File: config.mk
export PLATFORM = sky130hd
export DESIGN_NAME = fwsc_status_ctrl
export DESIGN_NICKNAME = d
export VERILOG_FILES = /design/src/fwsc_pkg.sv /design/src/fwsc_clip_det.sv /design/src/fwsc_status_ctrl.sv /design/src/fwsc_sync.sv
export SDC_FILE = /design/constraint.sdc
export NUM_CORES = 1
export LEC_CHECK = 0
export ABC_CLOCK_PERIOD_IN_PS = 2300
export BUFFER_PORTS_ARGS = -buffer_cell sky130_fd_sc_hd__buf_2
export CAP_MARGIN = 20
export CORE_MARGIN = 2
export CORE_UTILIZATION = 25
export DETAILED_ROUTE_END_ITERATION = 10
export SLEW_MARGIN = 20
export SYNTH_ARGS = -nofsm -noshare
export SYNTH_HDL_FRONTEND = slang
export SYNTH_SLANG_ARGS = --single-unit
File: constraint.sdc
create_clock -name clk -period 2.3 [get_ports clk]
set_input_delay 0 -clock clk [delete_from_list [all_inputs] [get_ports clk]]
set_output_delay 0 -clock clk [all_outputs]
set_load 0.02 [all_outputs]
File: src/fwsc_pkg.sv
// =====================================================================
// Shared constants and types of the fault and warning status block.
package fwsc_pkg;

  // Core clock rate and the standby ramp limit.
  localparam int CLK_MHZ = 125;
  localparam int RAMP_TIME_US = 5000;
  // Longest ramp in cycles, rounded down.
  localparam int RAMP_CYCLES = RAMP_TIME_US * CLK_MHZ;

  // Write address of target 0; the pins add 2 per step.
  localparam logic [7:0] WR_ADDR_BASE = 8'hD4;

  // Register offsets.
  localparam logic [7:0] REG_MISC1 = 8'h01;
  localparam logic [7:0] REG_STATE = 8'h04;
  localparam logic [7:0] REG_CHREP = 8'h0F;
  localparam logic [7:0] REG_CHFLT = 8'h10;
  localparam logic [7:0] REG_GFLT1 = 8'h11;
  localparam logic [7:0] REG_GFLT2 = 8'h12;
  localparam logic [7:0] REG_WARN = 8'h13;
  localparam logic [7:0] REG_PINCTL = 8'h14;
  localparam logic [7:0] REG_MISC3 = 8'h21;
  localparam logic [7:0] REG_CLIPCTL = 8'h22;
  localparam logic [7:0] REG_CLIPWIN = 8'h23;
  localparam logic [7:0] REG_CLIPWRN = 8'h24;
  localparam logic [7:0] REG_ILIM = 8'h25;

  // Values after reset.
  localparam logic [7:0] MISC1_RST = 8'h32;
  localparam logic [7:0] STATE_RST = 8'h00;
  localparam logic [7:0] PINCTL_RST = 8'h00;
  localparam logic [7:0] MISC3_RST = 8'h00;
  localparam logic [7:0] CLIPCTL_RST = 8'h00;
  localparam logic [7:0] CLIPWIN_RST = 8'h14;

  // Field positions.
  localparam int MISC3_CLEAR_BIT = 7;
  localparam int MISC3_AUTOREC_BIT = 3;
  localparam int MISC1_CAPLVL_BIT = 4;
  localparam int MISC1_OTW_LO = 5;
  localparam int CLIPCTL_NONLATCH_BIT = 0;
  localparam int PM_CHAN = 0;
  localparam int PM_OVERTEMP_SHUTDOWN = 1;
  localparam int PM_VOLT = 2;
  localparam int PM_CLK = 3;
  localparam int PM_CLIP = 4;
  localparam int PM_OTW = 5;
  localparam int PM_ILIM = 6;

  // Commanded channel state codes.
  localparam logic [1:0] CMD_PLAY = 2'h0;
  localparam logic [1:0] CMD_HIZ = 2'h1;
  localparam logic [1:0] CMD_MUTE = 2'h2;

  // Operating states.
  typedef enum logic [2:0] {
    ST_STANDBY = 3'b000,
    ST_HIZ = 3'b001,
    ST_MUTE = 3'b010,
    ST_PLAY = 3'b011,
    ST_RAMP = 3'b100
  } fwsc_op_t;

  // Serial target phases.
  typedef enum logic [2:0] {
    IS_IDLE = 3'b000,
    IS_ADDR = 3'b001,
    IS_SUB = 3'b010,
    IS_WDATA = 3'b011,
    IS_ACK = 3'b100,
    IS_RDATA = 3'b101,
    IS_RACK = 3'b110
  } fwsc_i2c_t;

endpackage

File: src/fwsc_clip_det.sv
`timescale 1ns/1ps
`default_nettype none
// =====================================================================
// Counts consecutive PWM clocks at full modulation.
module fwsc_clip_det (
  input wire logic clk,
  input wire logic sys_rst,
  input wire logic pwmEdge,
  input wire logic atMax,
  input wire logic [7:0] window,
  output logic clipNow
);
  // Run length, saturating so long clips never wrap.
  logic [7:0] cnt_q;

  // Any PWM period below full modulation restarts the run.
  always_ff @(posedge clk) begin
    if (sys_rst) begin
      cnt_q <= 8'h00;
    end else if (!atMax) begin
      cnt_q <= 8'h00;
    end else if (pwmEdge && cnt_q != 8'hFF) begin
      cnt_q <= cnt_q + 8'h01;
    end
  end

  // Clipping stands while the run has reached the window.
  always_ff @(posedge clk) begin
    if (sys_rst) begin
      clipNow <= 1'b0;
    end else begin
      clipNow <= atMax && (cnt_q >= window);
    end
  end
endmodule // fwsc_clip_det
`default_nettype wire

File: src/fwsc_status_ctrl.sv
`timescale 1ns/1ps
`default_nettype none
// =====================================================================
// Fault, warning and operating state control with a serial target.
module fwsc_status_ctrl
  import fwsc_pkg::*;
#(
  parameter int RAMP_CYC = RAMP_CYCLES
) (
  input wire logic clk,
  input wire logic sys_rst,
  input wire logic sclPin,
  input wire logic sdaPinIn,
  output logic sdaPinO,
  output logic sdaPinOe,
  input wire logic [1:0] addressSelectPins,
  input wire logic muteN,
  input wire logic standbyN,
  input wire logic chOverCurrent,
  input wire logic chDcDetect,
  input wire logic overtempShutdown,
  input wire logic uvBatterySupply,
  input wire logic uvOutputStageSupply,
  input wire logic ovBatterySupply,
  input wire logic ovOutputStageSupply,
  input wire logic clockError,
  input wire logic otCautionGlobal,
  input wire logic otCautionChan,
  input wire logic currentCapFlag,
  input wire logic pwmClk,
  input wire logic pwmAtMax,
  output logic errorAlertNO,
  output logic errorAlertNOe,
  output logic cautionAlertNO,
  output logic cautionAlertNOe,
  output logic [2:0] opState,
  output logic outputsHiZ,
  output logic outputsMute,
  output logic rampDown,
  output logic oscRun,
  output logic [1:0] otwThreshold,
  output logic currentCapLevel
);
  localparam int RW = $clog2(RAMP_CYC + 1);

  // ===================================================================
  // Pin synchronisation
  // ===================================================================
  logic [18:0] pinRaw; // Raw pin levels.
  logic [18:0] pinS; // Synchronised pin levels.
  assign pinRaw = {sclPin, sdaPinIn, addressSelectPins, muteN,
                   standbyN, chOverCurrent, chDcDetect,
                   overtempShutdown, uvBatterySupply,
                   uvOutputStageSupply, ovBatterySupply,
                   ovOutputStageSupply, clockError, otCautionGlobal,
                   otCautionChan, currentCapFlag, pwmClk, pwmAtMax};

  fwsc_sync #(.WIDTH(19)) uSync (
    .clk(clk),
    .sys_rst(sys_rst),
    .din(pinRaw),
    .dout(pinS)
  );

  logic sclS, sdaS, muteNS, stbyNS, pwmS, atMaxS;
  logic ocS, dcS, otsdS, uvbS, uvoS, ovbS, ovoS, clkErrS;
  logic otwgS, otwcS, capS;
  logic [1:0] addrS;
  assign {sclS, sdaS, addrS, muteNS, stbyNS, ocS, dcS, otsdS,
          uvbS, uvoS, ovbS, ovoS, clkErrS, otwgS, otwcS, capS,
          pwmS, atMaxS} = pinS;

  // Previous samples for edge detection.
  logic sclD_q, sdaD_q, pwmD_q;
  always_ff @(posedge clk) begin
    if (sys_rst) begin
      sclD_q <= 1'b0;
      sdaD_q <= 1'b0;
      pwmD_q <= 1'b0;
    end else begin
      sclD_q <= sclS;
      sdaD_q <= sdaS;
      pwmD_q <= pwmS;
    end
  end

  // ===================================================================
  // Register file
  // ===================================================================
  logic [7:0] misc1_q, stateCtl_q, pinCtl_q, misc3_q;
  logic [7:0] clipCtl_q, clipWin_q;
  logic wrEn_q; // One-cycle write strobe from the serial side.
  logic [7:0] wrAddr_q, wrData_q;
  logic errorClear; // Clear pulse for all latched reports.

  // Software writes; the clear bit is never stored.
  always_ff @(posedge clk) begin
    if (sys_rst) begin
      misc1_q <= MISC1_RST;
      stateCtl_q <= STATE_RST;
      pinCtl_q <= PINCTL_RST;
      misc3_q <= MISC3_RST;
      clipCtl_q <= CLIPCTL_RST;
      clipWin_q <= CLIPWIN_RST;
    end else if (wrEn_q) begin
      case (wrAddr_q)
        REG_MISC1: misc1_q <= wrData_q;
        REG_STATE: stateCtl_q <= wrData_q;
        REG_PINCTL: pinCtl_q <= wrData_q;
        REG_MISC3: misc3_q <= {1'b0, wrData_q[6:0]};
        REG_CLIPCTL: clipCtl_q <= wrData_q;
        REG_CLIPWIN: clipWin_q <= wrData_q;
        default: ;
      endcase
    end
  end

  // A write of one to the clear bit yields exactly one pulse.
  assign errorClear = wrEn_q && (wrAddr_q == REG_MISC3) &&
                      wrData_q[MISC3_CLEAR_BIT];

  logic autoRec;
  assign autoRec = misc3_q[MISC3_AUTOREC_BIT];
  assign otwThreshold = misc1_q[MISC1_OTW_LO+1:MISC1_OTW_LO];
  assign currentCapLevel = misc1_q[MISC1_CAPLVL_BIT];

  // ===================================================================
  // Event monitoring
  // ===================================================================
  fwsc_op_t opState_q, opState_d;
  logic live, drive;
  // Global events and the channel overtemperature caution watched outside standby, other channel ones while switching.
  assign live = (opState_q != ST_STANDBY);
  assign drive = (opState_q == ST_MUTE) || (opState_q == ST_PLAY) ||
                 (opState_q == ST_RAMP);

  logic ocEv, dcEv, otsdEv, voltEv, clkEv, otwEv, capEv, clipNow;
  assign ocEv = ocS && drive;
  assign dcEv = dcS && drive;
  assign otsdEv = otsdS && live;
  assign voltEv = (uvbS || uvoS || ovbS || ovoS) && live;
  assign clkEv = clkErrS && live;
  assign otwEv = (otwgS || otwcS) && live;
  assign capEv = capS && drive;

  fwsc_clip_det uClip (
    .clk(clk),
    .sys_rst(sys_rst),
    .pwmEdge(pwmS && !pwmD_q),
    .atMax(atMaxS),
    .window(clipWin_q),
    .clipNow(clipNow)
  );

  // ===================================================================
  // Latched status
  // ===================================================================
  logic [10:0] stat_q; // Sticky fault and warning bits.
  logic [10:0] statRaw;
  logic porStat_q, clipStat_q;
  assign statRaw = {capEv, otwcS && live, otwgS && live, otsdEv,
                    clkEv, ovoS && live, ovbS && live, uvoS && live,
                    uvbS && live, dcEv, ocEv};

  // A standing condition wins over a clear in the same cycle.
  always_ff @(posedge clk) begin
    if (sys_rst) begin
      stat_q <= 11'h000;
    end else begin
      stat_q <= statRaw | (stat_q & ~{11{errorClear}});
    end
  end

  // Power-on leaves its warning bit set until cleared.
  always_ff @(posedge clk) begin
    if (sys_rst) begin
      porStat_q <= 1'b1;
    end else if (errorClear) begin
      porStat_q <= 1'b0;
    end
  end

  // Clip bit sticks in latching mode, follows the detector otherwise.
  always_ff @(posedge clk) begin
    if (sys_rst) begin
      clipStat_q <= 1'b0;
    end else if (clipCtl_q[CLIPCTL_NONLATCH_BIT]) begin
      clipStat_q <= clipNow;
    end else begin
      clipStat_q <= clipNow || (clipStat_q && !errorClear);
    end
  end

  // ===================================================================
  // Alert pins
  // ===================================================================
  logic errOther_q, errOtsd_q, caution_q, otRelease;
  logic errSet;
  // Masks only stop new pin assertions; status is unaffected.
  assign errSet = (ocEv || dcEv) && !pinCtl_q[PM_CHAN] ||
                  voltEv && !pinCtl_q[PM_VOLT] ||
                  clkEv && !pinCtl_q[PM_CLK];
  assign otRelease = autoRec && !otsdS;

  // Non-thermal faults hold the pin until cleared.
  always_ff @(posedge clk) begin
    if (sys_rst) begin
      errOther_q <= 1'b0;
    end else begin
      errOther_q <= errSet || (errOther_q && !errorClear);
    end
  end

  // Thermal shutdown also lets go once the device recovers itself.
  always_ff @(posedge clk) begin
    if (sys_rst) begin
      errOtsd_q <= 1'b0;
    end else begin
      errOtsd_q <= otsdEv && !pinCtl_q[PM_OVERTEMP_SHUTDOWN] ||
                   errOtsd_q && !errorClear && !otRelease;
    end
  end

  // Caution pin latches; power-on asserts it from reset.
  always_ff @(posedge clk) begin
    if (sys_rst) begin
      caution_q <= 1'b1;
    end else begin
      caution_q <= clipNow && !pinCtl_q[PM_CLIP] ||
                   otwEv && !pinCtl_q[PM_OTW] ||
                   capEv && !pinCtl_q[PM_ILIM] ||
                   caution_q && !errorClear;
    end
  end

  // Open-drain pins: drive low when active.
  assign errorAlertNO = 1'b0;
  assign errorAlertNOe = errOther_q || errOtsd_q;
  assign cautionAlertNO = 1'b0;
  assign cautionAlertNOe = caution_q;

  // ===================================================================
  // Protective holds and operating state
  // ===================================================================
  logic chHold_q, otHold_q, forceHiZ;
  logic [RW-1:0] rampCnt_q;

  // Channel shutdown waits for software; thermal may self-recover.
  always_ff @(posedge clk) begin
    if (sys_rst) begin
      chHold_q <= 1'b0;
      otHold_q <= 1'b0;
    end else begin
      chHold_q <= ocEv || dcEv || (chHold_q && !errorClear);
      otHold_q <= otsdEv ||
                  otHold_q && !errorClear && !otRelease;
    end
  end
  // Supply faults force Hi-Z while present.
  assign forceHiZ = chHold_q || otHold_q || voltEv;

  // Next state: ramp first when the standby pin drops in a switching state.
  always_comb begin
    opState_d = opState_q;
    case (opState_q)
      ST_RAMP: begin
        if (rampCnt_q == '0) begin
          opState_d = ST_STANDBY;
        end
      end
      default: begin
        if (!stbyNS) begin
          opState_d = drive ? ST_RAMP : ST_STANDBY;
        end else if (forceHiZ || stateCtl_q[1:0] == CMD_HIZ) begin
          opState_d = ST_HIZ;
        end else if (&stateCtl_q[1:0]) begin
          opState_d = ST_STANDBY;
        end else if (!muteNS || stateCtl_q[1:0] == CMD_MUTE) begin
          opState_d = ST_MUTE;
        end else begin
          opState_d = ST_PLAY;
        end
      end
    endcase
  end

  // State register; reset is the power-on standby.
  always_ff @(posedge clk) begin
    if (sys_rst) begin
      opState_q <= ST_STANDBY;
    end else begin
      opState_q <= opState_d;
    end
  end

  // Ramp timer bounds the ramp-down to the limit.
  always_ff @(posedge clk) begin
    if (sys_rst) begin
      rampCnt_q <= '0;
    end else if (opState_q != ST_RAMP) begin
      rampCnt_q <= RW'(RAMP_CYC - 1);
    end else if (rampCnt_q != '0) begin
      rampCnt_q <= rampCnt_q - RW'(1);
    end
  end

  assign opState = opState_q;
  assign outputsHiZ = (opState_q == ST_STANDBY) || (opState_q == ST_HIZ);
  assign outputsMute = (opState_q == ST_MUTE) || (opState_q == ST_RAMP);
  assign rampDown = (opState_q == ST_RAMP);
  assign oscRun = (opState_q != ST_STANDBY);

  // ===================================================================
  // Serial target
  // ===================================================================
  fwsc_i2c_t ph_q, next_q;
  logic [7:0] shift_q, ptr_q, rdByte, devAddr;
  logic [3:0] bitCnt_q;
  logic startDet, stopDet, sclRise, sclFall;

  assign devAddr = WR_ADDR_BASE + {5'h00, addrS, 1'b0};
  assign startDet = sclS && sclD_q && sdaD_q && !sdaS;
  assign stopDet = sclS && sclD_q && !sdaD_q && sdaS;
  assign sclRise = sclS && !sclD_q;
  assign sclFall = !sclS && sclD_q;

  // Read data at the current subaddress.
  always_comb begin
    case (ptr_q)
      REG_MISC1: rdByte = misc1_q;
      REG_STATE: rdByte = stateCtl_q;
      REG_CHREP: rdByte = {5'h00, opState_q};
      REG_CHFLT: rdByte = {6'h00, stat_q[1:0]};
      REG_GFLT1: rdByte = {3'h0, stat_q[6:2]};
      REG_GFLT2: rdByte = {7'h00, stat_q[7]};
      REG_WARN: rdByte = {5'h00, porStat_q, stat_q[9:8]};
      REG_PINCTL: rdByte = pinCtl_q;
      REG_MISC3: rdByte = misc3_q;
      REG_CLIPCTL: rdByte = clipCtl_q;
      REG_CLIPWIN: rdByte = clipWin_q;
      REG_CLIPWRN: rdByte = {7'h00, clipStat_q};
      REG_ILIM: rdByte = {7'h00, stat_q[10]};
      default: rdByte = 8'h00;
    endcase
  end

  // Byte engine: samples on rising clock; changes phase and shifts read data on falling.
  always_ff @(posedge clk) begin
    if (sys_rst) begin
      ph_q <= IS_IDLE;
      next_q <= IS_IDLE;
      shift_q <= 8'h00;
      ptr_q <= 8'h00;
      bitCnt_q <= 4'h0;
      wrEn_q <= 1'b0;
      wrAddr_q <= 8'h00;
      wrData_q <= 8'h00;
    end else begin
      wrEn_q <= 1'b0;
      if (startDet) begin
        ph_q <= IS_ADDR;
        bitCnt_q <= 4'h0;
      end else if (stopDet) begin
        ph_q <= IS_IDLE;
      end else if (sclRise) begin
        if (ph_q == IS_ADDR || ph_q == IS_SUB || ph_q == IS_WDATA) begin
          shift_q <= {shift_q[6:0], sdaS};
          bitCnt_q <= bitCnt_q + 4'h1;
        end else if (ph_q == IS_RACK) begin
          next_q <= sdaS ? IS_IDLE : IS_RDATA;
        end
      end else if (sclFall) begin
        case (ph_q)
          IS_ADDR, IS_SUB, IS_WDATA: begin
            if (bitCnt_q == 4'h8) begin
              bitCnt_q <= 4'h0;
              ph_q <= IS_ACK;
              if (ph_q == IS_ADDR) begin
                if (shift_q[7:1] != devAddr[7:1]) begin
                  ph_q <= IS_IDLE;
                end
                next_q <= shift_q[0] ? IS_RDATA : IS_SUB;
              end else if (ph_q == IS_SUB) begin
                ptr_q <= shift_q;
                next_q <= IS_WDATA;
              end else begin
                wrEn_q <= 1'b1;
                wrAddr_q <= ptr_q;
                wrData_q <= shift_q;
                ptr_q <= ptr_q + 8'h01;
                next_q <= IS_WDATA;
              end
            end
          end
          IS_ACK, IS_RACK: begin
            ph_q <= next_q;
            bitCnt_q <= 4'h0;
            if (next_q == IS_RDATA) begin
              shift_q <= rdByte;
              ptr_q <= ptr_q + 8'h01;
            end
          end
          IS_RDATA: begin
            shift_q <= {shift_q[6:0], 1'b0};
            bitCnt_q <= bitCnt_q + 4'h1;
            if (bitCnt_q == 4'h7) begin
              ph_q <= IS_RACK;
            end
          end
          default: ;
        endcase
      end
    end
  end

  // Only pulls data low; the clock line is never driven.
  assign sdaPinO = 1'b0;
  assign sdaPinOe = (ph_q == IS_ACK) ||
                    (ph_q == IS_RDATA && !shift_q[7]);
endmodule // fwsc_status_ctrl
`default_nettype wire

File: src/fwsc_sync.sv
`timescale 1ns/1ps
`default_nettype none
// =====================================================================
// Two-stage synchroniser for pins from outside the clock domain.
module fwsc_sync #(
  parameter int WIDTH = 1
) (
  input wire logic clk,
  input wire logic sys_rst,
  input wire logic [WIDTH-1:0] din,
  output logic [WIDTH-1:0] dout
);
  // First stage is read only by the second stage.
  logic [WIDTH-1:0] meta_q;

  // Both stages clear on reset and then follow the pins.
  always_ff @(posedge clk) begin
    if (sys_rst) begin
      meta_q <= '0;
      dout <= '0;
    end else begin
      meta_q <= din;
      dout <= meta_q;
    end
  end
endmodule // fwsc_sync
`default_nettype wire
==> impl_results.rst, run 1 <==
.. list-table::
   :header-rows: 1

   * - Metric
     - Value
   * - Crit path time final
     - 2.148 ns
   * - Floorplan die area
     - 34120 um2
   * - Achievable frequency
     - 465.5 MHz
   * - Total negative setup slack
     - 0 ns
   * - Type of the tightest min-delay check
     - input port to flop
   * - Ports placed on the boundary
     - 37
   * - Number of enable-type register cells in the synthesized netlist
     - 0
   * - Global-route wire length before repair
     - 33.51 mm
   * - Number of failing setup endpoints in the final timing report
     - 0
   * - Remaining antenna violation count after routing
     - 0
   * - Post-synth top flop
     - dfxtp_1
   * - Most common cell in the netlist
     - dfxtp_1
   * - Number of design-rule violations left by the first detailed-router iteration
     - 548
   * - Met1 layer wirelength in the final routing
     - 9.224 mm
   * - Placed wire-length estimate
     - 14.42 mm
   * - Uppermost routed layer
     - met4
   * - Ant. Diodes
     - 0
   * - Largest net degree at the start of global routing
     - 74
   * - NumNets Final
     - 1023
   * - Tightest Pin Transition
     - 0.7909 ns
   * - Synth area leader
     - dfxtp_1
   * - Count of unique library cells instantiated by Yosys
     - 73
   * - Arrival time at the worst endpoint
     - 2.47 ns
   * - Worst ir drop on vdd
     - 525.6 uV
   * - Final period utilization
     - 93.41%
   * - Routed wire per std cell
     - 14.41 um
   * - Sequential share of the synthesized area
     - 44.38%
   * - Count of yosys warnings during synthesis
     - 0
   * - Share of final-layout standard cells stronger than drive strength 1
     - 13.47%
   * - Sum of internal, switching and leakage power
     - 6.477 mW
   * - Leakage power summed over all cells
     - 3.863 nW
   * - PortBufs
     - 33
   * - Residual DRC count
     - 0
   * - Layout-stage area growth over the synthesis result
     - 20.70%
   * - Final max-slew violation count
     - 0
   * - Initial Utilization
     - 25.22%
   * - X dimension of the die
     - 184.7 um
   * - Result of the run
     - finished clean
   * - CTS tree
     - built
   * - Critical path peak fanout
     - 10
   * - Aggregate routed wire length
     - 20.71 mm
   * - Required time at the endpoint of the critical path
     - 2.63 ns
   * - Die Ht
     - 184.7 um
   * - DR vias
     - 6773
   * - Netlist area before placement
     - 8164 um2
   * - Inserted Clock Buffers
     - 17
   * - Post-Synthesis Mean Instance Area
     - 8.884 um2
   * - Fin Clk Skew
     - 0.01556 ns
   * - Post-Syn Instances
     - 919
   * - WL met3
     - 961 um
   * - Depth of the CTS H-tree
     - 4
   * - P per Cell Area
     - 657.2 nW/um2
   * - Global-route congestion overflow total
     - 0
   * - Crit. End Element
     - flop
   * - Skew-Pair Late Insertion Delay
     - 0.44 ns
   * - RSZ-0062 raised after global routing
     - no
   * - Via count of the first global-routing pass
     - 6390
   * - Via count normalized by instance count
     - 4.713
   * - Async S/R FF share, synth
     - 0%
   * - Ranking of synthesized cells by area
     - dfxtp_1 (44%), mux2i_1 (7.1%), nor2_1 (6.4%)
   * - Clock Tree Buf Depth
     - 2
   * - Max Cap Violations
     - 0
   * - Met2 layer wire length in the routed design
     - 9.809 mm
   * - Antenna violations before repair
     - 0
   * - Initial DRT Pass Iterations
     - 5
   * - Startpoint type of the worst setup path
     - flop
   * - Number of synthesized register bits
     - 181
   * - Worst Setup Path Type
     - flop to flop
   * - Total non-filler cell area in the finished layout
     - 9854 um2
   * - Clk sink count
     - 181
   * - Cell types with the highest counts after synthesis
     - dfxtp_1 (181), nor2_1 (140), nand2_1 (63)
   * - Slew margin rel.
     - 47.27%
   * - Cell Rows
     - 66
   * - Placer Congestion
     - 0.8758
   * - Final Hold Violating Endpoints
     - 0
   * - Core Footprint
     - 32370 um2
   * - Total routing usage reported by global routing
     - 12.45%
   * - Clock root buffer
     - clkbuf_16
   * - Clock-pin slew on the worst setup and hold paths
     - 0.07 ns
   * - Area after DPL
     - 8950 um2
   * - Top cell type's share of synthesized area
     - 44.38%
[state kept, by name, indices dropped and copies added (netlist names), 11 cells and up]
name	cells
uSync.dout	19
uSync.meta_q	19
stat_q	11
rampCnt_q	20
[where the power goes]
| group | switching (mW) | internal, mW | total [mW] | leakage (nW) |
|---|---|---|---|---|
| registers | 0.0297 | 3.18 | 3.21 | 1.47 |
| clock network | 1.36 | 1.65 | 3.01 | 0.293 |
| logic | 0.140 | 0.116 | 0.256 | 2.10 |
| total | 1.52 | 4.95 | 6.48 | 3.86 |
[per-stage QoR]
stage	hold WS [ns]	utilization (%)	setup slack, ns	instances
floorplan	0.1282	-	0.2655	921
global placement	0.2082	27.65	0.1941	1379
detailed placement	0.2164	27.65	0.08859	1379
CTS	0.3003	30.34	0.05231	1437
global route	0.3251	30.44	0.004503	1437
finish	0.3141	30.44	0.1516	1437
[critical path: stages, from the launching register on]
cell       delay, ns
dfxtp_1         0.58
nor4b_4         0.32
nand2b_1        0.17
a2bb2oi_1       0.20
a21oi_2         0.33
o21ai_0         0.16
a311oi_1        0.29
[area by class of cell]
type                    instances  area [um2]
inverters                      28       105.1
clock buffers                  18       429.2
repair buffers                 99       728.2
fillers                      3473       22520
clock inverters                14       181.4
well taps                     442       553.0
multi-input cells             655        4230
flip-flops and latches        181        3627
[worst paths after layout]
| kind | start | to | slack [ns] | cells past startpoint |
|---|---|---|---|---|
| max | ptr_q[4] | shift_q[3] | 0.15 | 6 |
| min reg2reg | uSync.meta_q[7] | uSync.dout[7] | 0.43 | 1 |
| min | uvOutputStageSupply | uSync.meta_q[8] | 0.31 | 3 |
| max reg2reg | ptr_q[4] | shift_q[3] | 0.15 | 6 |
[cells in the final DEF, fill, tap and decap left out, types with 8 or more instances in the layout]
master         count
dfxtp_1          178
nor2_1           140
nand2_1           63
mux2i_1           58
a21oi_1           53
nor2b_1           45
buf_4             41
buf_2             32
o21ai_0           29
inv_1             28
dlygate4sd3_1     26
a22oi_1           18
clkbuf_16         17
nand3_1           16
ha_1              16
nand2b_1          14
nor3_1            14
xnor2_1           13
xor2_1            12
a31oi_1           11
and3_1            10
a22o_1            10
nand3b_1           9
nor3b_1            8
[cell families after synthesis]
kind of cell,count (synthesis),share of synthesized area (%)
AOI/OAI and AO/OA,178,14.85
DFF,181,44.38
and+or+nand+nor,370,23.26
muxes,59,7.249
buffers and inverters,85,4.460
other,1,0.04593
adders and majority gates,20,3.065
xor gates and xnor gates,25,2.682
[what timing repair did]
action | 4_1_cts | 5_1_grt
resized for setup | 0 | 10
setup buffers | 0 | 0
hold endpoints to repair | 25 | 0
hold buffers | 26 | 0
setup endpoints to repair | 0 | 10
[layer usage]
layer  GRT usage, %  vias to the layer above
met3          2.154                       46
met1          15.83                     3230
li1               -                     3325
met5              0                        -
met2          20.29                      172
met4          6.254                        0
(Power assumes the default switching activity.)
==> run 2: changes to the inputs <==
Settings changed: ABC_CLOCK_PERIOD_IN_PS 2300 to 2000.
Clock period 2.3 ns to 2 ns, I/O delays scaled along.
==> impl_results.rst, run 2 (synthesis gave the netlist of run 1 again) <==
.. list-table::
   :header-rows: 1

   * - Metric
     - Value
   * - Result of the run
     - finished clean
   * - Die Ht
     - 184.7 um
   * - Clock Tree Buf Depth
     - 2
   * - Placer Congestion
     - 0.8831
   * - Startpoint type of the worst setup path
     - flop
   * - Final max-slew violation count
     - 0
   * - NetSw
     - 1.819 mW
   * - Buf+Inv Stages, Crit Path
     - 1
   * - Aggregate routed wire length
     - 21.03 mm
   * - DR vias
     - 6858
   * - Clock root buffer
     - clkbuf_16
   * - Crit path time final
     - 1.950 ns
   * - Post-placement cell count
     - 1411
   * - Worst setup slack for register-to-register paths
     - 0.05 ns
   * - Type of the tightest min-delay check
     - input port to flop
   * - PortBufs
     - 33
   * - Required time at the endpoint of the critical path
     - 2.36 ns
   * - Placed wire-length estimate
     - 14.50 mm
   * - Core Footprint
     - 32370 um2
   * - Routed wire per std cell
     - 14.19 um
   * - Internal power
     - 5.511 mW
   * - Worst Setup Path Type
     - flop to flop
   * - Inserted Clock Buffers
     - 17
   * - Layout-stage area growth over the synthesis result
     - 26.48%
   * - Critical path peak fanout
     - 3
   * - Fillers
     - 3406
   * - Initial DRT Pass Iterations
     - 4
   * - Residual DRC count
     - 0
   * - Max Cap Violations
     - 0
   * - Most frequent cells in the layout
     - dfxtp_1 (169), nor2_1 (140), buf_4 (85), nand2_1 (63), mux2i_1 (58)
   * - Number of design-rule violations left by the first detailed-router iteration
     - 457
   * - Via count normalized by instance count
     - 4.628
   * - Fin Clk Skew
     - 0.01509 ns
   * - Largest net degree at the start of global routing
     - 148
   * - Clk network pwr share
     - 45.5%
   * - Depth of the CTS H-tree
     - 4
   * - CP Cell Sequence
     - inv_2 > ha_4 > and3b_2 > nand3_2 > a2bb2oi_1 > or3_4 > or3_4 > a21oi_2
   * - Antenna violations before repair
     - 0
   * - Relative contribution of combinational cells to total power
     - 4.2%
   * - Ant. Diodes
     - 0
   * - Floorplan die area
     - 34120 um2
   * - Leakage power summed over all cells
     - 4.119 nW
   * - Worst ir drop on vdd
     - 559.1 uV
   * - Core occupancy in the finished layout
     - 31.90%
   * - Clk sink count
     - 181
   * - Proportion of power drawn by flip-flops and latches
     - 50.3%
   * - Post-Layout Cell Count
     - 1482
   * - Register with the highest flop count
     - rampCnt_q
   * - Biggest registers after layout
     - rampCnt_q: 20 flops, uSync.dout: 19 flops, uSync.meta_q: 19 flops
   * - Total non-filler cell area in the finished layout
     - 10330 um2
   * - Remaining antenna violation count after routing
     - 0
   * - X dimension of the die
     - 184.7 um
   * - Ports placed on the boundary
     - 37
   * - Most common library cell in the layout ignoring fill and taps
     - dfxtp_1
   * - Cell Rows
     - 66
   * - CP max stage cell
     - or3_4
   * - P per Cell Area
     - 709.8 nW/um2
   * - Global-route congestion overflow total
     - 0
   * - Flip-flop count of the largest register after layout
     - 20
   * - CTS tree
     - built
   * - Share of final-layout standard cells stronger than drive strength 1
     - 20.19%
   * - Global-route wire length before repair
     - 33.69 mm
   * - Clock-pin slew on the worst setup and hold paths
     - 0.07 ns
   * - Number of failing setup endpoints in the final timing report
     - 0
   * - Area after DPL
     - 9253 um2
   * - Initial Utilization
     - 25.22%
   * - Area occupied by registers
     - 3643 um2
   * - Most prevalent standard cell on the critical path
     - or3_4
   * - NumNets Final
     - 1068
   * - Total routing usage reported by global routing
     - 12.41%
   * - Arrival time at the worst endpoint
     - 2.31 ns
   * - Skew-Pair Late Insertion Delay
     - 0.44 ns
   * - Cell family with most CP delay
     - simple AND/OR/NAND/NOR gates
   * - Net switching fraction of the power
     - 24.82%
   * - Final Hold Violating Endpoints
     - 0
   * - Achievable frequency
     - 512.7 MHz
   * - Delay of the slowest cell on the worst path
     - 0.41 ns
   * - Via count of the first global-routing pass
     - 6601
   * - Multi-input logic area
     - 4314 um2
   * - Total negative setup slack
     - 0 ns
   * - Crit. End Element
     - flop
   * - Final period utilization
     - 97.52%
   * - Tightest Pin Transition
     - 0.6735 ns
   * - Slew margin rel.
     - 55.10%
==> run 2: cell count changes in the layout (fill, tap and decap cells not counted), moves of 4 or more <==
| cell | previous run | this run |
|---|---|---|
| buf_4 | 41 | 85 |
| dlygate4sd3_1 | 26 | 20 |
| buf_12 | 0 | 5 |
| dfxtp_1 | 178 | 169 |
| dfxtp_2 | 3 | 10 |
| ha_4 | 1 | 5 |
| inv_1 | 28 | 23 |
| inv_2 | 0 | 5 |
==> run 2: worst register-to-register path: stages (launching register included) <==
cell and delay (ns):
dfxtp_2 0.33, inv_2 0.08, ha_4 0.13, and3b_2 0.21, nand3_2 0.09, a2bb2oi_1 0.14, or3_4 0.41, or3_4 0.37
a21oi_2 0.12
==> run 2: metal layers <==
metal	vias to the layer above	track usage [%]	share of wire (%)
li1	3426	-	-
met1	3282	15.50	46
met2	123	21.23	49
met3	27	2.055	2.9
met4	0	4.984	2.1
met5	-	0	0
==> run 2: stage by stage <==
step	power, mW	worst slack [ns]	hold WS [ns]
2_1_floorplan	3.952	0.004060	0.1282
5_1_grt	7.572	-0.01691	0.3094
3_3_place_gp	4.047	-0.01823	0.2121
4_1_cts	7.414	0.003895	0.2837
3_5_place_dp	4.049	-0.05710	0.2164
6_report	7.330	0.04963	0.3051
==> run 2: layout make-up <==
class | count | area share [%]
Multi-Input combinational cell | 655 | 41.78
Sequential cell | 181 | 35.28
Timing Repair Buffer | 144 | 10.82
Tap cell | 442 | 5.356
Clock buffer | 18 | 4.253
Clock inverter | 14 | 1.490
Inverter | 28 | 1.018
==> run 2: timing repair <==
| item | CTS | global route |
|---|---|---|
| hold buffers | 20 | 0 |
| hold endpoints to repair | 20 | 0 |
| buffers inserted | 2 | 17 |
| setup endpoints to repair | 5 | 40 |
| pin swaps | 1 | 16 |
| gates resized for setup | 2 | 45 |
==> run 2: worst paths after layout <==
kind,start,end,depth (start not counted)
setup / recovery,bitCnt_q[0],next_q[2],8
hold / removal,uvBatterySupply,uSync.meta_q[9],3
setup reg to reg,bitCnt_q[0],next_q[2],8
hold reg to reg,uSync.meta_q[12],uSync.dout[12],1
==> run 2: power groups by stage <==
| stage | registers (mW) | clock network [mW] | logic (mW) |
|---|---|---|---|
| 2_1_floorplan | 3.77 | 0 | 0.185 |
| 3_3_place_gp | 3.77 | 0 | 0.273 |
| 3_5_place_dp | 3.77 | 0 | 0.274 |
| 4_1_cts | 3.69 | 3.42 | 0.305 |
| 5_1_grt | 3.69 | 3.53 | 0.346 |
| 6_report | 3.69 | 3.33 | 0.309 |
==> run 3: changes to the inputs <==
Settings changed: ABC_CLOCK_PERIOD_IN_PS 2000 to 1780, CTS_BUF_LIST set to sky130_fd_sc_hd__clkbuf_8 sky130_fd_sc_hd__clkbuf_16.
Clock period 2 ns to 1.78 ns, I/O delays scaled along.
==> impl_results.rst, run 3 (synthesis gave the netlist of run 1 again) <==
.. list-table::
   :header-rows: 1

   * - Metric
     - Value
   * - CTS tree
     - built
   * - Clock Tree Buf Depth
     - 2
   * - Largest net degree at the start of global routing
     - 148
   * - Crit. End Element
     - flop
   * - Global-route wire length before repair
     - 35.59 mm
   * - Post-Layout Cell Count
     - 1532
   * - Worst Setup Path Type
     - flop to flop
   * - Final period utilization
     - 109.8%
   * - PnR worst setup slack
     - -0.1738 ns
   * - Core Footprint
     - 32370 um2
   * - Cell Rows
     - 66
   * - WL met3
     - 751 um
   * - Delay of the slowest cell on the worst path
     - 0.56 ns
   * - Most frequent cells in the layout
     - dfxtp_1 (163), nor2_1 (136), buf_4 (118), nand2_1 (58), mux2i_1 (55)
   * - Met2 layer wire length in the routed design
     - 10.98 mm
   * - Tightest Pin Transition
     - 0.6516 ns
   * - Aggregate routed wire length
     - 22.56 mm
   * - X dimension of the die
     - 184.7 um
   * - Antenna violations before repair
     - 0
   * - Register with the highest flop count
     - rampCnt_q
   * - Initial DRT Pass Iterations
     - 6
   * - Leakage power summed over all cells
     - 4.498 nW
   * - Total routing usage reported by global routing
     - 13.23%
   * - Required time at the endpoint of the critical path
     - 2.08 ns
   * - Share of final-layout standard cells stronger than drive strength 1
     - 29.27%
   * - NumNets Final
     - 1118
   * - Worst ir drop on vdd
     - 561.2 uV
   * - Placed wire-length estimate
     - 15.15 mm
   * - Die Ht
     - 184.7 um
   * - Clock-pin slew on the worst setup and hold paths
     - 0.08 ns
   * - Routed wire per std cell
     - 14.73 um
   * - Area after DPL
     - 9575 um2
   * - Via count of the first global-routing pass
     - 6662
   * - Total non-filler cell area in the finished layout
     - 11220 um2
   * - Most common library cell in the layout ignoring fill and taps
     - dfxtp_1
   * - Result of the run
     - finished, violations left
   * - Clock root buffer
     - clkbuf_16
   * - Worst Hold Margin
     - 0.08736 ns
   * - Inserted Clock Buffers
     - 17
   * - Ports placed on the boundary
     - 37
   * - Depth of the CTS H-tree
     - 4
   * - Initial Utilization
     - 25.22%
   * - Number of design-rule violations left by the first detailed-router iteration
     - 484
   * - Biggest registers after layout
     - rampCnt_q: 20 flops, uSync.dout: 19 flops, uSync.meta_q: 19 flops
   * - Skew-Pair Late Insertion Delay
     - 0.44 ns
   * - PortBufs
     - 33
   * - P per Cell Area
     - 744.9 nW/um2
   * - Residual DRC count
     - 0
   * - Buf+Inv Stages, Crit Path
     - 1
   * - Slew margin rel.
     - 56.56%
   * - Uppermost routed layer
     - met4
   * - Total negative setup slack
     - -3.889 ns
   * - DR vias
     - 7115
   * - Placer Congestion
     - 0.9084
   * - Violated checks
     - setup timing
   * - Ant. Diodes
     - 0
   * - Met1 layer wirelength in the final routing
     - 10.44 mm
   * - Startpoint type of the worst setup path
     - flop
   * - Max Cap Violations
     - 0
   * - Floorplan die area
     - 34120 um2
   * - Crit path time final
     - 1.954 ns
   * - Fin Clk Skew
     - 0.02405 ns
   * - Final max-slew violation count
     - 0
   * - Remaining antenna violation count after routing
     - 0
   * - Clk sink count
     - 181
   * - Achievable frequency
     - 511.8 MHz
   * - Global-route congestion overflow total
     - 0
   * - RSZ-0062 raised after global routing
     - yes
   * - Critical path peak fanout
     - 7
   * - Cell family with most CP delay
     - simple AND/OR/NAND/NOR gates
   * - Arrival time at the worst endpoint
     - 2.25 ns
   * - CP max stage cell
     - or4_4
   * - Number of failing setup endpoints in the final timing report
     - 48
   * - Type of the tightest min-delay check
     - input port to flop
   * - Via count normalized by instance count
     - 4.644
   * - Post-placement cell count
     - 1446
   * - CP Cell Sequence
     - or4_4 > buf_6 > nor3_4 > nand2_4 > nand4b_1 > xor2_1 > a21oi_1
   * - Final Hold Violating Endpoints
     - 0
   * - Flip-flop count of the largest register after layout
     - 20
   * - Layout-stage area growth over the synthesis result
     - 37.44%
## run 3: through the flow
step                power (mW)  utilization (%)  setup WS (ns)
floorplan                4.445                -       -0.05173
global placement         4.559            29.58       -0.08626
detailed placement       4.564            29.58        -0.1218
CTS                      8.439            33.00        -0.1383
global route             8.650            34.66        -0.2778
finish                   8.358            34.66        -0.1738
## run 3: cell type report
class / instances / area [um2]
Fill cell: 3310 / 21150
Multi-Input combinational cell: 655 / 4682
Sequential cell: 181 / 3661
Timing Repair Buffer: 194 / 1622
Tap cell: 442 / 553.0
Clock buffer: 18 / 439.2
Clock inverter: 14 / 156.4
Inverter: 28 / 107.6
## run 3: tightest hold or removal path, stage by stage
cell and delay [ns]:
buf_4 0.10, inv_1 0.26, nand2_1 0.13
## run 3: path summary, 6_finish.rpt
path | slack [ns] | depth (start not counted) | to | start
max | -0.17 | 7 | rampCnt_q[6] | rampCnt_q[2]
min | 0.09 | 3 | misc1_q[1] | sys_rst
max reg2reg | -0.17 | 7 | rampCnt_q[6] | rampCnt_q[2]
min reg2reg | 0.43 | 1 | uSync.dout[11] | uSync.meta_q[11]
## run 3: power by group
part / switching [mW] / internal [mW] / leakage, nW
Clock: 1.78 / 2.04 / 0.298
Combinational: 0.208 / 0.193 / 2.72
Sequential: 0.0383 / 4.10 / 1.48
## run 3: per-layer routing
layer / vias to the layer above / GRT usage (%)
met5: - / 0
met1: 3453 / 17.34
met4: 0 / 3.905
li1: 3525 / -
met3: 23 / 2.055
met2: 114 / 22.41
## run 3: what timing repair did
item / 4_1_cts / 5_1_grt
endpoints found under the hold margin: 19 / 0
setup buffers: 12 / 22
hold buffers: 19 / 0
pin swaps: 11 / 39
cloned: 3 / 0
resized for setup: 41 / 104
endpoints found under the setup margin: 52 / 72
